`config.mk`:
```
export PLATFORM = sky130hd
export DESIGN_NAME = run_mode_trace_exception_entry
export DESIGN_NICKNAME = d
export VERILOG_FILES = /design/src/shared/exc_entry_pkg.sv /design/src/rtl/int_qualifier.sv /design/src/rtl/run_mode_trace_exception_entry.sv
export SDC_FILE = /design/constraint.sdc
export NUM_CORES = 1
export LEC_CHECK = 0
export ABC_AREA = 1
export BUFFER_PORTS_ARGS = -buffer_cell sky130_fd_sc_hd__buf_2
export CAP_MARGIN = 40
export CORE_AREA = 2 2 240 242
export DETAILED_ROUTE_END_ITERATION = 12
export DIE_AREA = 0 0 242 244
export PLACE_DENSITY = 0.5
export REMOVE_ABC_BUFFERS = 1
export SYNTH_ARGS = -nofsm -noshare
export SYNTH_HDL_FRONTEND = slang
export SYNTH_SLANG_ARGS = --single-unit
```
`constraint.sdc`:
```
create_clock -name clock -period 7.9 [get_ports clock]
set_input_delay 0.79 -clock clock [delete_from_list [all_inputs] [get_ports clock]]
set_output_delay 0.79 -clock clock [all_outputs]
set_load 0.02 [all_outputs]
```
`src/shared/exc_entry_pkg.sv`:
```
// Functional notes
// - Run-mode exception is taken only while config enable field (bits 8-9) equals 01.
// - Raise run-mode exception on address compare, branch target compare, or single-step trace.
// - Clearing the trace enable stops trace exceptions from the very next instruction.
// - Run-mode and trace exceptions vector to offset 02000 hex.
// - Run-mode exception saves the causing instruction address as saved program counter.
// - Run-mode exception copies all 32 machine state bits into the saved state register.
// - Debug run mode comes from config bits 1 to 3.
// - Modes: 000 normal, 010 limited, 100 step, 110 full, 111 branch; others undefined.
// - Address compare modes break when breakpoint equals queue bottom slot address.
// - After run-mode or trace exception, fetch resumes at base plus 02000 hex.
// - Later revisions recognise external interrupt held at least two clock cycles.
// - Later revisions ignore an external interrupt shorter than one clock cycle.
// - Any exception taken, including system call and program trap, cancels the reservation.
// - Another master storing within the reserved 32-byte sector cancels the reservation.
// - Alignment exception loads fault data address with the faulting effective address.
// - Reserve, conditional-store or string-compare to I/O segment raises data access exception.
// - Such an I/O segment access crossing a segment boundary raises alignment instead.
// - Loads and update forms to I/O segments write the target register despite exceptions.
// - Instruction fetch from I/O segment fault clears saved state bits 0 to 15.
// - Saved program counter points at the completing instruction or a later completing one.
// - Fetch forbidden by key and protection bits raises instruction access fault, fetches nothing.
package exc_entry_pkg;
   // Bit numbering is big-endian: bit 0 is the most significant bit of a word
   localparam int WORD_W = 32;
   localparam int CFG_EN_HI = 31 - 8;
   localparam int CFG_EN_LO = 31 - 9;
   localparam int CFG_MODE_HI = 31 - 1;
   localparam int CFG_MODE_LO = 31 - 3;
   localparam logic [1:0] RUN_EXC_ENABLED = 2'h1;
   localparam logic [2:0] MODE_NORMAL = 3'h0;
   localparam logic [2:0] MODE_LIMITED_IA = 3'h2;
   localparam logic [2:0] MODE_STEP = 3'h4;
   localparam logic [2:0] MODE_FULL_IA = 3'h6;
   localparam logic [2:0] MODE_BRANCH = 3'h7;
   // Machine state bit positions (big-endian index converted)
   localparam int MS_EXT_EN = 31 - 16;
   localparam int MS_PRIV = 31 - 17;
   localparam int MS_FLT_AVAIL = 31 - 18;
   localparam int MS_MCHK_EN = 31 - 19;
   localparam int MS_FEX_LO = 31 - 20;
   localparam int MS_STEP_EN = 31 - 21;
   localparam int MS_FEX_HI = 31 - 23;
   localparam int MS_VEC_HI = 31 - 25;
   localparam int MS_ITRANS = 31 - 26;
   localparam int MS_DTRANS = 31 - 27;
   localparam logic [31:0] ENTRY_CLEAR_MASK = 32'h0000_FF00 & ~32'h0000_0000
      | (32'h1 << MS_EXT_EN);
   localparam logic [31:0] VEC_RUN_MODE = 32'h0000_2000;
   localparam logic [31:0] VEC_BASE_HI = 32'hFFF0_0000;
   localparam logic [31:0] VEC_BASE_LO = 32'h0000_0000;
   localparam logic [31:0] VEC_ALIGN = 32'h0000_0600;
   localparam logic [31:0] VEC_DSI = 32'h0000_0300;
   localparam logic [31:0] VEC_ISI = 32'h0000_0400;
   localparam logic [31:0] VEC_EXT = 32'h0000_0500;
   localparam logic [31:0] VEC_OTHER = 32'h0000_0700;
   localparam logic [31:0] SECTOR_MASK = 32'hFFFF_FFE0;
   localparam logic [31:0] SAVE_HI_CLEAR = 32'h0000_FFFF;
   // Arbitrary neutral revision code; selects level-sensitive early behaviour when revision equals it
   localparam logic [15:0] REV_EARLY = 16'h5A3C;
   localparam int INT_QUAL_CYCLES = 2;

   typedef enum logic [2:0] {
      CAUSE_NONE, CAUSE_RUN, CAUSE_EXT, CAUSE_DSI, CAUSE_ALIGN, CAUSE_ISI, CAUSE_OTHER
   } cause_t;

   typedef struct packed {
      logic valid;
      logic [31:0] addr;
      logic [31:0] next_addr;
      logic is_branch;
      logic [31:0] branch_target;
      logic in_queue_bottom;
      logic clears_trace;
      logic other_exc;
   } retire_t;

   typedef struct packed {
      logic valid;
      logic [31:0] ea;
      logic reserve_op;
      logic cond_store;
      logic str_cmp_load;
      logic is_load;
      logic with_update;
      logic io_segment_flag;
      logic crosses_segment;
      logic misaligned;
   } mem_t;

   typedef struct packed {
      logic valid;
      logic [31:0] addr;
      logic io_segment_flag;
      logic key_bit;
      logic [1:0] page_protection_bits;
   } fetch_t;

   typedef struct packed {
      logic take;
      cause_t cause;
      logic [31:0] vector;
      logic [31:0] saved_program_counter;
      logic [31:0] saved_state_register;
      logic [31:0] machine_state;
   } entry_t;
endpackage : exc_entry_pkg

```
`src/rtl/int_qualifier.sv`:
```
`timescale 1ns/1ps
`default_nettype none
module int_qualifier (
   // Clock and reset
   input wire logic clock,
   input wire logic sys_rst,
   // Pin and mode
   input wire logic int_pin,
   input wire logic level_mode,
   // Qualified request
   output logic int_seen
);
   import exc_entry_pkg::*;
   logic sync1_q, sync1_d, sync2_q, sync2_d;
   logic [1:0] run_q, run_d;
   logic seen_q, seen_d;

   always_comb begin
      sync1_d = int_pin;
      sync2_d = sync1_q;
      run_d = run_q;
      if (!sync2_q) begin
         run_d = 2'h0;
      end else if (run_q != 2'(INT_QUAL_CYCLES)) begin
         run_d = run_q + 2'h1;
      end
      // Early parts see the raw synchronised level; the source must hold it
      if (level_mode) begin
         seen_d = sync2_q;
      end else begin
         seen_d = (run_d == 2'(INT_QUAL_CYCLES));
      end
   end

   always_ff @(posedge clock or posedge sys_rst) begin
      if (sys_rst) begin
         sync1_q <= 1'b0;
         sync2_q <= 1'b0;
         run_q <= 2'h0;
         seen_q <= 1'b0;
      end else begin
         sync1_q <= sync1_d;
         sync2_q <= sync2_d;
         run_q <= run_d;
         seen_q <= seen_d;
      end
   end

   assign int_seen = seen_q;
endmodule : int_qualifier
`default_nettype wire

```
`src/rtl/run_mode_trace_exception_entry.sv`:
```
`timescale 1ns/1ps
`default_nettype none
module run_mode_trace_exception_entry (
   // Clock and reset
   input wire logic clock,
   input wire logic sys_rst,
   // Configuration
   input wire logic [31:0] debug_mode_config,
   input wire logic [31:0] breakpoint_address,
   input wire logic [15:0] revision,
   // Machine state write from the core
   input wire logic ms_write,
   input wire logic [31:0] ms_write_data,
   // Pipeline events
   input wire exc_entry_pkg::retire_t retire,
   input wire exc_entry_pkg::mem_t mem,
   input wire exc_entry_pkg::fetch_t fetch,
   // Reservation control
   input wire logic reserve_set,
   input wire logic [31:0] reserve_addr,
   input wire logic cond_store_done,
   input wire logic snoop_store,
   input wire logic [31:0] snoop_addr,
   // External interrupt pin
   input wire logic ext_int_pin,
   // Exception entry
   output exc_entry_pkg::entry_t entry,
   output logic [31:0] saved_program_counter,
   output logic [31:0] saved_state_register,
   output logic [31:0] machine_state,
   output logic [31:0] fault_data_address,
   output logic reservation_valid,
   output logic fetch_allowed,
   output logic target_write
);
   import exc_entry_pkg::*;

   // ==================================================================
   // Interrupt qualification
   logic int_seen;

   int_qualifier u_int_qual (
      .clock(clock),
      .sys_rst(sys_rst),
      .int_pin(ext_int_pin),
      .level_mode(revision == REV_EARLY),
      .int_seen(int_seen)
   );

   // ==================================================================
   // Run mode decode
   // Machine state is read by the trace decode, so it is declared ahead of it
   logic [31:0] machine_state_q, machine_state_d;
   logic run_enabled;
   logic [2:0] run_mode;
   logic addr_hit, branch_hit, step_hit, trace_hit, run_hit;

   always_comb begin
      run_enabled = debug_mode_config[CFG_EN_HI:CFG_EN_LO] == RUN_EXC_ENABLED;
      run_mode = debug_mode_config[CFG_MODE_HI:CFG_MODE_LO];
      addr_hit = 1'b0;
      branch_hit = 1'b0;
      step_hit = 1'b0;
      // Undefined codes behave as normal run
      case (run_mode)
         MODE_LIMITED_IA, MODE_FULL_IA: begin
            addr_hit = retire.in_queue_bottom && retire.addr == breakpoint_address;
         end
         MODE_BRANCH: begin
            branch_hit = retire.is_branch && retire.branch_target == breakpoint_address;
         end
         MODE_STEP: begin
            step_hit = 1'b1;
         end
         default: begin
            addr_hit = 1'b0;
         end
      endcase
      // Trace follows the live bit, so clearing it takes effect next instruction
      trace_hit = machine_state_q[MS_STEP_EN] && !retire.clears_trace && !retire.other_exc;
      run_hit = retire.valid && run_enabled
         && (addr_hit || branch_hit || step_hit || trace_hit);
   end

   // ==================================================================
   // Fault detection
   logic isi_hit, dsi_hit, align_hit, io_special;

   always_comb begin
      // Read forbidden when key set and protection 00, or key clear never forbids
      isi_hit = fetch.valid && (fetch.io_segment_flag
         || (fetch.key_bit && fetch.page_protection_bits == 2'h0));
      io_special = mem.io_segment_flag
         && (mem.reserve_op || mem.cond_store || mem.str_cmp_load);
      align_hit = mem.valid && (mem.misaligned
         || (io_special && mem.crosses_segment));
      dsi_hit = mem.valid && io_special && !mem.crosses_segment;
   end

   assign fetch_allowed = !isi_hit;
   // Target register still written for I/O segment loads and updates
   assign target_write = mem.valid && (mem.is_load || mem.with_update)
      && (mem.io_segment_flag || !(dsi_hit || align_hit));

   // ==================================================================
   // Exception entry state
   logic [31:0] spc_q, spc_d, sst_q, sst_d, fda_q, fda_d;
   logic resv_q, resv_d;
   logic [31:0] resv_addr_q, resv_addr_d;
   entry_t entry_q, entry_d;
   cause_t cause;
   logic [31:0] base;

   always_comb begin
      // Priority: instruction fetch fault, alignment, data access, run mode, interrupt
      if (isi_hit) begin
         cause = CAUSE_ISI;
      end else if (align_hit) begin
         cause = CAUSE_ALIGN;
      end else if (dsi_hit) begin
         cause = CAUSE_DSI;
      end else if (run_hit) begin
         cause = CAUSE_RUN;
      end else if (int_seen && machine_state_q[MS_EXT_EN] && retire.valid) begin
         cause = CAUSE_EXT;
      end else if (retire.valid && retire.other_exc) begin
         cause = CAUSE_OTHER;
      end else begin
         cause = CAUSE_NONE;
      end
      base = machine_state_q[MS_VEC_HI] ? VEC_BASE_HI : VEC_BASE_LO;
      machine_state_d = ms_write ? ms_write_data : machine_state_q;
      // An instruction that drops the trace bit must stop tracing of the next one
      if (retire.valid && retire.clears_trace) begin
         machine_state_d[MS_STEP_EN] = 1'b0;
      end
      spc_d = spc_q;
      sst_d = sst_q;
      fda_d = fda_q;
      entry_d = '0;
      entry_d.cause = cause;
      case (cause)
         CAUSE_RUN: begin
            entry_d.vector = base | VEC_RUN_MODE;
            spc_d = retire.addr;
            sst_d = machine_state_q;
         end
         CAUSE_ISI: begin
            entry_d.vector = base | VEC_ISI;
            spc_d = fetch.addr;
            sst_d = machine_state_q;
            if (fetch.io_segment_flag) begin
               sst_d = machine_state_q & SAVE_HI_CLEAR;
            end
         end
         CAUSE_ALIGN: begin
            entry_d.vector = base | VEC_ALIGN;
            spc_d = retire.addr;
            sst_d = machine_state_q;
            fda_d = mem.ea;
         end
         CAUSE_DSI: begin
            entry_d.vector = base | VEC_DSI;
            spc_d = retire.addr;
            sst_d = machine_state_q;
            fda_d = mem.ea;
         end
         CAUSE_EXT, CAUSE_OTHER: begin
            entry_d.vector = base | (cause == CAUSE_EXT ? VEC_EXT : VEC_OTHER);
            spc_d = retire.next_addr;
            sst_d = machine_state_q;
         end
         default: begin
            entry_d.vector = '0;
         end
      endcase
      if (cause != CAUSE_NONE) begin
         entry_d.take = 1'b1;
         // Interrupt, trace, privilege, float and translation bits drop;
         // vector base and machine check survive
         machine_state_d = machine_state_q & ~((32'h1 << MS_EXT_EN) | (32'h1 << MS_STEP_EN)
            | (32'h1 << MS_PRIV) | (32'h1 << MS_FEX_HI) | (32'h1 << MS_FEX_LO)
            | (32'h1 << MS_FLT_AVAIL) | (32'h1 << MS_ITRANS) | (32'h1 << MS_DTRANS));
      end
      entry_d.saved_program_counter = spc_d;
      entry_d.saved_state_register = sst_d;
      entry_d.machine_state = machine_state_d;
   end

   // ==================================================================
   // Reservation
   always_comb begin
      resv_d = resv_q;
      resv_addr_d = resv_addr_q;
      if (reserve_set) begin
         resv_d = 1'b1;
         resv_addr_d = reserve_addr;
      end
      // Loss wins over a same-cycle set so a racing exception never leaves it live
      if (cond_store_done) begin
         resv_d = 1'b0;
      end
      if (snoop_store && (snoop_addr & SECTOR_MASK) == (resv_addr_q & SECTOR_MASK)) begin
         resv_d = 1'b0;
      end
      if (cause != CAUSE_NONE) begin
         resv_d = 1'b0;
      end
   end

   always_ff @(posedge clock or posedge sys_rst) begin
      if (sys_rst) begin
         machine_state_q <= '0;
         spc_q <= '0;
         sst_q <= '0;
         fda_q <= '0;
         resv_q <= 1'b0;
         resv_addr_q <= '0;
         entry_q <= '0;
      end else begin
         machine_state_q <= machine_state_d;
         spc_q <= spc_d;
         sst_q <= sst_d;
         fda_q <= fda_d;
         resv_q <= resv_d;
         resv_addr_q <= resv_addr_d;
         entry_q <= entry_d;
      end
   end

   assign entry = entry_q;
   assign saved_program_counter = spc_q;
   assign saved_state_register = sst_q;
   assign machine_state = machine_state_q;
   assign fault_data_address = fda_q;
   assign reservation_valid = resv_q;
endmodule : run_mode_trace_exception_entry
`default_nettype wire

```
==> results.toml <==
[status]
outcome = "completed"

[setup_path]
reg2reg_from = "entry[10]$_DFFE_PP0P_"
worst_setup_path_end_kind = "flop"
r2r_slack_ns = 4.26
critPathMaxFanout = 105
worstPathArrival_ns = 4.18
timing.rr.end = "entry[89]$_DFFE_PP0P_"
rr_worst_depth = 15
path_class = "input port to flop"
crit_required_ns = 8.29
start_kind = "input port"

[power]
total_power_uw = 3170
powerDensity_nw_per_um2 = 244
peakVddDrop_uv = 128
p_leak_uw = 0.00714

[floorplan]
die_x_microns = 242
die_area_sq_um = 59000
initial_core_util = 0.172
core_sq_um = 56200
die_y_microns = 244
io_pins = 625
row_count = 87

[clocking]
post_cts_buffers = 0
cts_tree = "done"
cts_sinks = 170
cts.path.max_buffers = 2
clk_pin_slew_ns = 0.08
cts_root_buf = "clkbuf_16"
cts_resized = 0
cts_buffers = 17
ctsHoldBuffers = 0
htree_levels = 4
clkLatencyLatePin_ns = 0.48

[logic_synthesis]
synth-simple-area-share = 0.255
avgSynthCellArea_sq_um = 7.91
ys.flop_type = "dfrtp_1"
synth.area.top_cells = "dfrtp_1 44%, nand2_1 12%, buf_4 11%, nand3_1 7.8%, inv_1 4.4%"
synth_top_area_cell = "dfrtp_1"
synth.ff_latch_count = 170
ys_async_sr_fraction = 1.00
synth_cells = 1220
synth_top_area_share = 0.441
yosysMostFrequentCell = "nand2_1"
netlist_top_cells_count = "312 x nand2_1, 170 x dfrtp_1, 150 x nand3_1"
synthXorXnorAreaFrac = 0.0572
yosys_warnings = 0
synthMuxAreaShare = 0.0152
synthAdderAreaFrac = 0.00130
synth-compound-area-share = 0.0554
synth-edff-count = 0
synth_cell_types = 35
synth_seq_area_share = 0.441
synth_top_family_by_area = "simple AND/OR/NAND/NOR gates"
synth_area_sq_um = 9650

[place]
gp_congestion = 0.961
dpl.cell_count = 2387
io_buffers = 571
dpl.hpwl_microns = 30500

[sta]
slew_viol_final = 0
worst_pin_slew_ns = 0.817
finalSetupTns_ns = 0
setup_viol = 0
finalCritPeriodShare = 0.480
worst_clock_skew_ns = 0.0110
hold_viol_final = 0
slew_headroom = 0.456
timing.fmax_mhz = 264
final.min_clock_period_ns = 3.79
rsz0062_at_grt = "no"

[flow_run]
max-cap-violations = 0

[routing]
route.vias.total = 9344
wire_per_inst_microns = 16.2
drc = 0
ant_nets = 0
first_pass_iters = 5
viasPerCell = 3.86
dr.first_iter.drc_count = 420
wirelength_microns = 39300

[final_layout]
syn_to_final_growth_pct = 34.9
post-route-util = 0.232
stdcell_count = 2421
drive_gt1_frac = 0.384
nNetsFinal = 2013

[global_routing]
antenna_found_initial = 6
grt.total_usage = 0.131
grt_start_max_net_pins = 106
grt_pass1_vias = 9124
gr-total-overflow = 0
grt_pass1_wl_microns = 57100

[worst_hold_path]
min_path_type = "input port to asynchronous set/reset pin"
-- report_power, final --
group / total, uW / switching (uW) / leakage [uW] / internal [uW]
sequential: 1170 / 137 / 0.00207 / 1030
combinational: 1140 / 759 / 0.00479 / 381
clock: 864 / 418 / 0.000279 / 446
-- stage by stage --
step / hold slack [ns] / area (sq um) / worst slack [ns]
after floorplan: 0.331 / 8460 / 2.51
after global placement: 0.335 / 12400 / 3.29
after detailed placement: 0.337 / 12400 / 3.48
final: 0.342 / 13000 / 4.11
after CTS: 0.308 / 13000 / 4.04
after global routing: 0.336 / 13000 / 3.80
-- critical path, cell delays in order --
cell and delay [ns]:
buf_2 0.12, inv_1 0.05, nand2_1 0.04, nand2_1 0.07, nand2_1 0.06, nor2_1 0.18
nand2_1 0.07, nor2_1 0.24, nand3_1 0.12, nand3_1 0.20, nand2_1 0.16, nand2_1 0.09
nand2_1 0.11, nor3_4 0.38, buf_12 0.33, inv_2 0.37, buf_12 0.28, or2_0 0.22
nand2_1 0.07, inv_1 0.03
-- flip-flops by register name, indices dropped and copies added (netlist names) --
name                 flops
entry                  105
u_int_qual.sync1_q       1
reservation_valid        1
u_int_qual.int_seen      1
u_int_qual.sync2_q       1
resv_addr_q             27
u_int_qual.run_q         2
fault_data_address      32
-- metal layers --
layer  vias to the layer above  wire length, microns  part of all wire  global-route usage
met1                      4350                 16400              0.42               0.154
met2                       396                 19400              0.49               0.227
met4                         6                  1040             0.026              0.0556
li1                       4549                     -                 -                   -
met3                        43                  2390             0.061              0.0317
met5                         -                    38           0.00097                   0
-- worst max-delay path by stage --
stage | depth (start not counted) | start | to | slack [ns]
4_1_cts | 18 | breakpoint_address[23] | entry[92]$_DFFE_PP0P_ | 4.04
3_3_place_gp | 19 | breakpoint_address[23] | entry[95]$_DFFE_PP0P_ | 3.29
6_report | 20 | breakpoint_address[23] | entry[89]$_DFFE_PP0P_ | 4.11
3_5_place_dp | 18 | breakpoint_address[23] | entry[89]$_DFFE_PP0P_ | 3.48
5_1_grt | 18 | breakpoint_address[23] | entry[88]$_DFFE_PP0P_ | 3.80
2_1_floorplan | 1 | sys_rst | entry[0]$_DFFE_PP0P_ | 2.51
-- layout by cell type (no fill, tap or decap), types with 3 or more instances in the layout --
master,count
a21oi_1,44
buf_2,571
buf_4,9
clkbuf_16,17
conb_1,16
dfrtp_1,170
inv_1,112
inv_6,6
inv_8,3
mux2_2,13
nand2_1,312
nand3_1,149
nand4_1,8
nor2_1,50
nor4_1,7
o21ai_0,46
or2_0,31
xnor2_1,34
xor2_1,29
-- area by class of cell --
type / instances / area [sq um]
Antenna cell: 2 / 5.00
Sequential cell: 170 / 4250
Clock buffer: 18 / 429
Fill cell: 6373 / 43200
Clock inverter: 14 / 150
Inverter: 116 / 443
Timing Repair Buffer: 584 / 3010
Tap cell: 756 / 946
Multi-Input combinational cell: 761 / 3780
-- kinds of logic after synthesis --
group,count (synthesis)
AND/OR/NAND/NOR,567
buffers and inverters,304
flip-flops,170
AO/OA/AOI/OAI,101
XOR/XNOR,63
multiplexers,13
adder cells (fa/ha/maj),1
other,1
No activity file was read; power rests on OpenSTA's default activity.
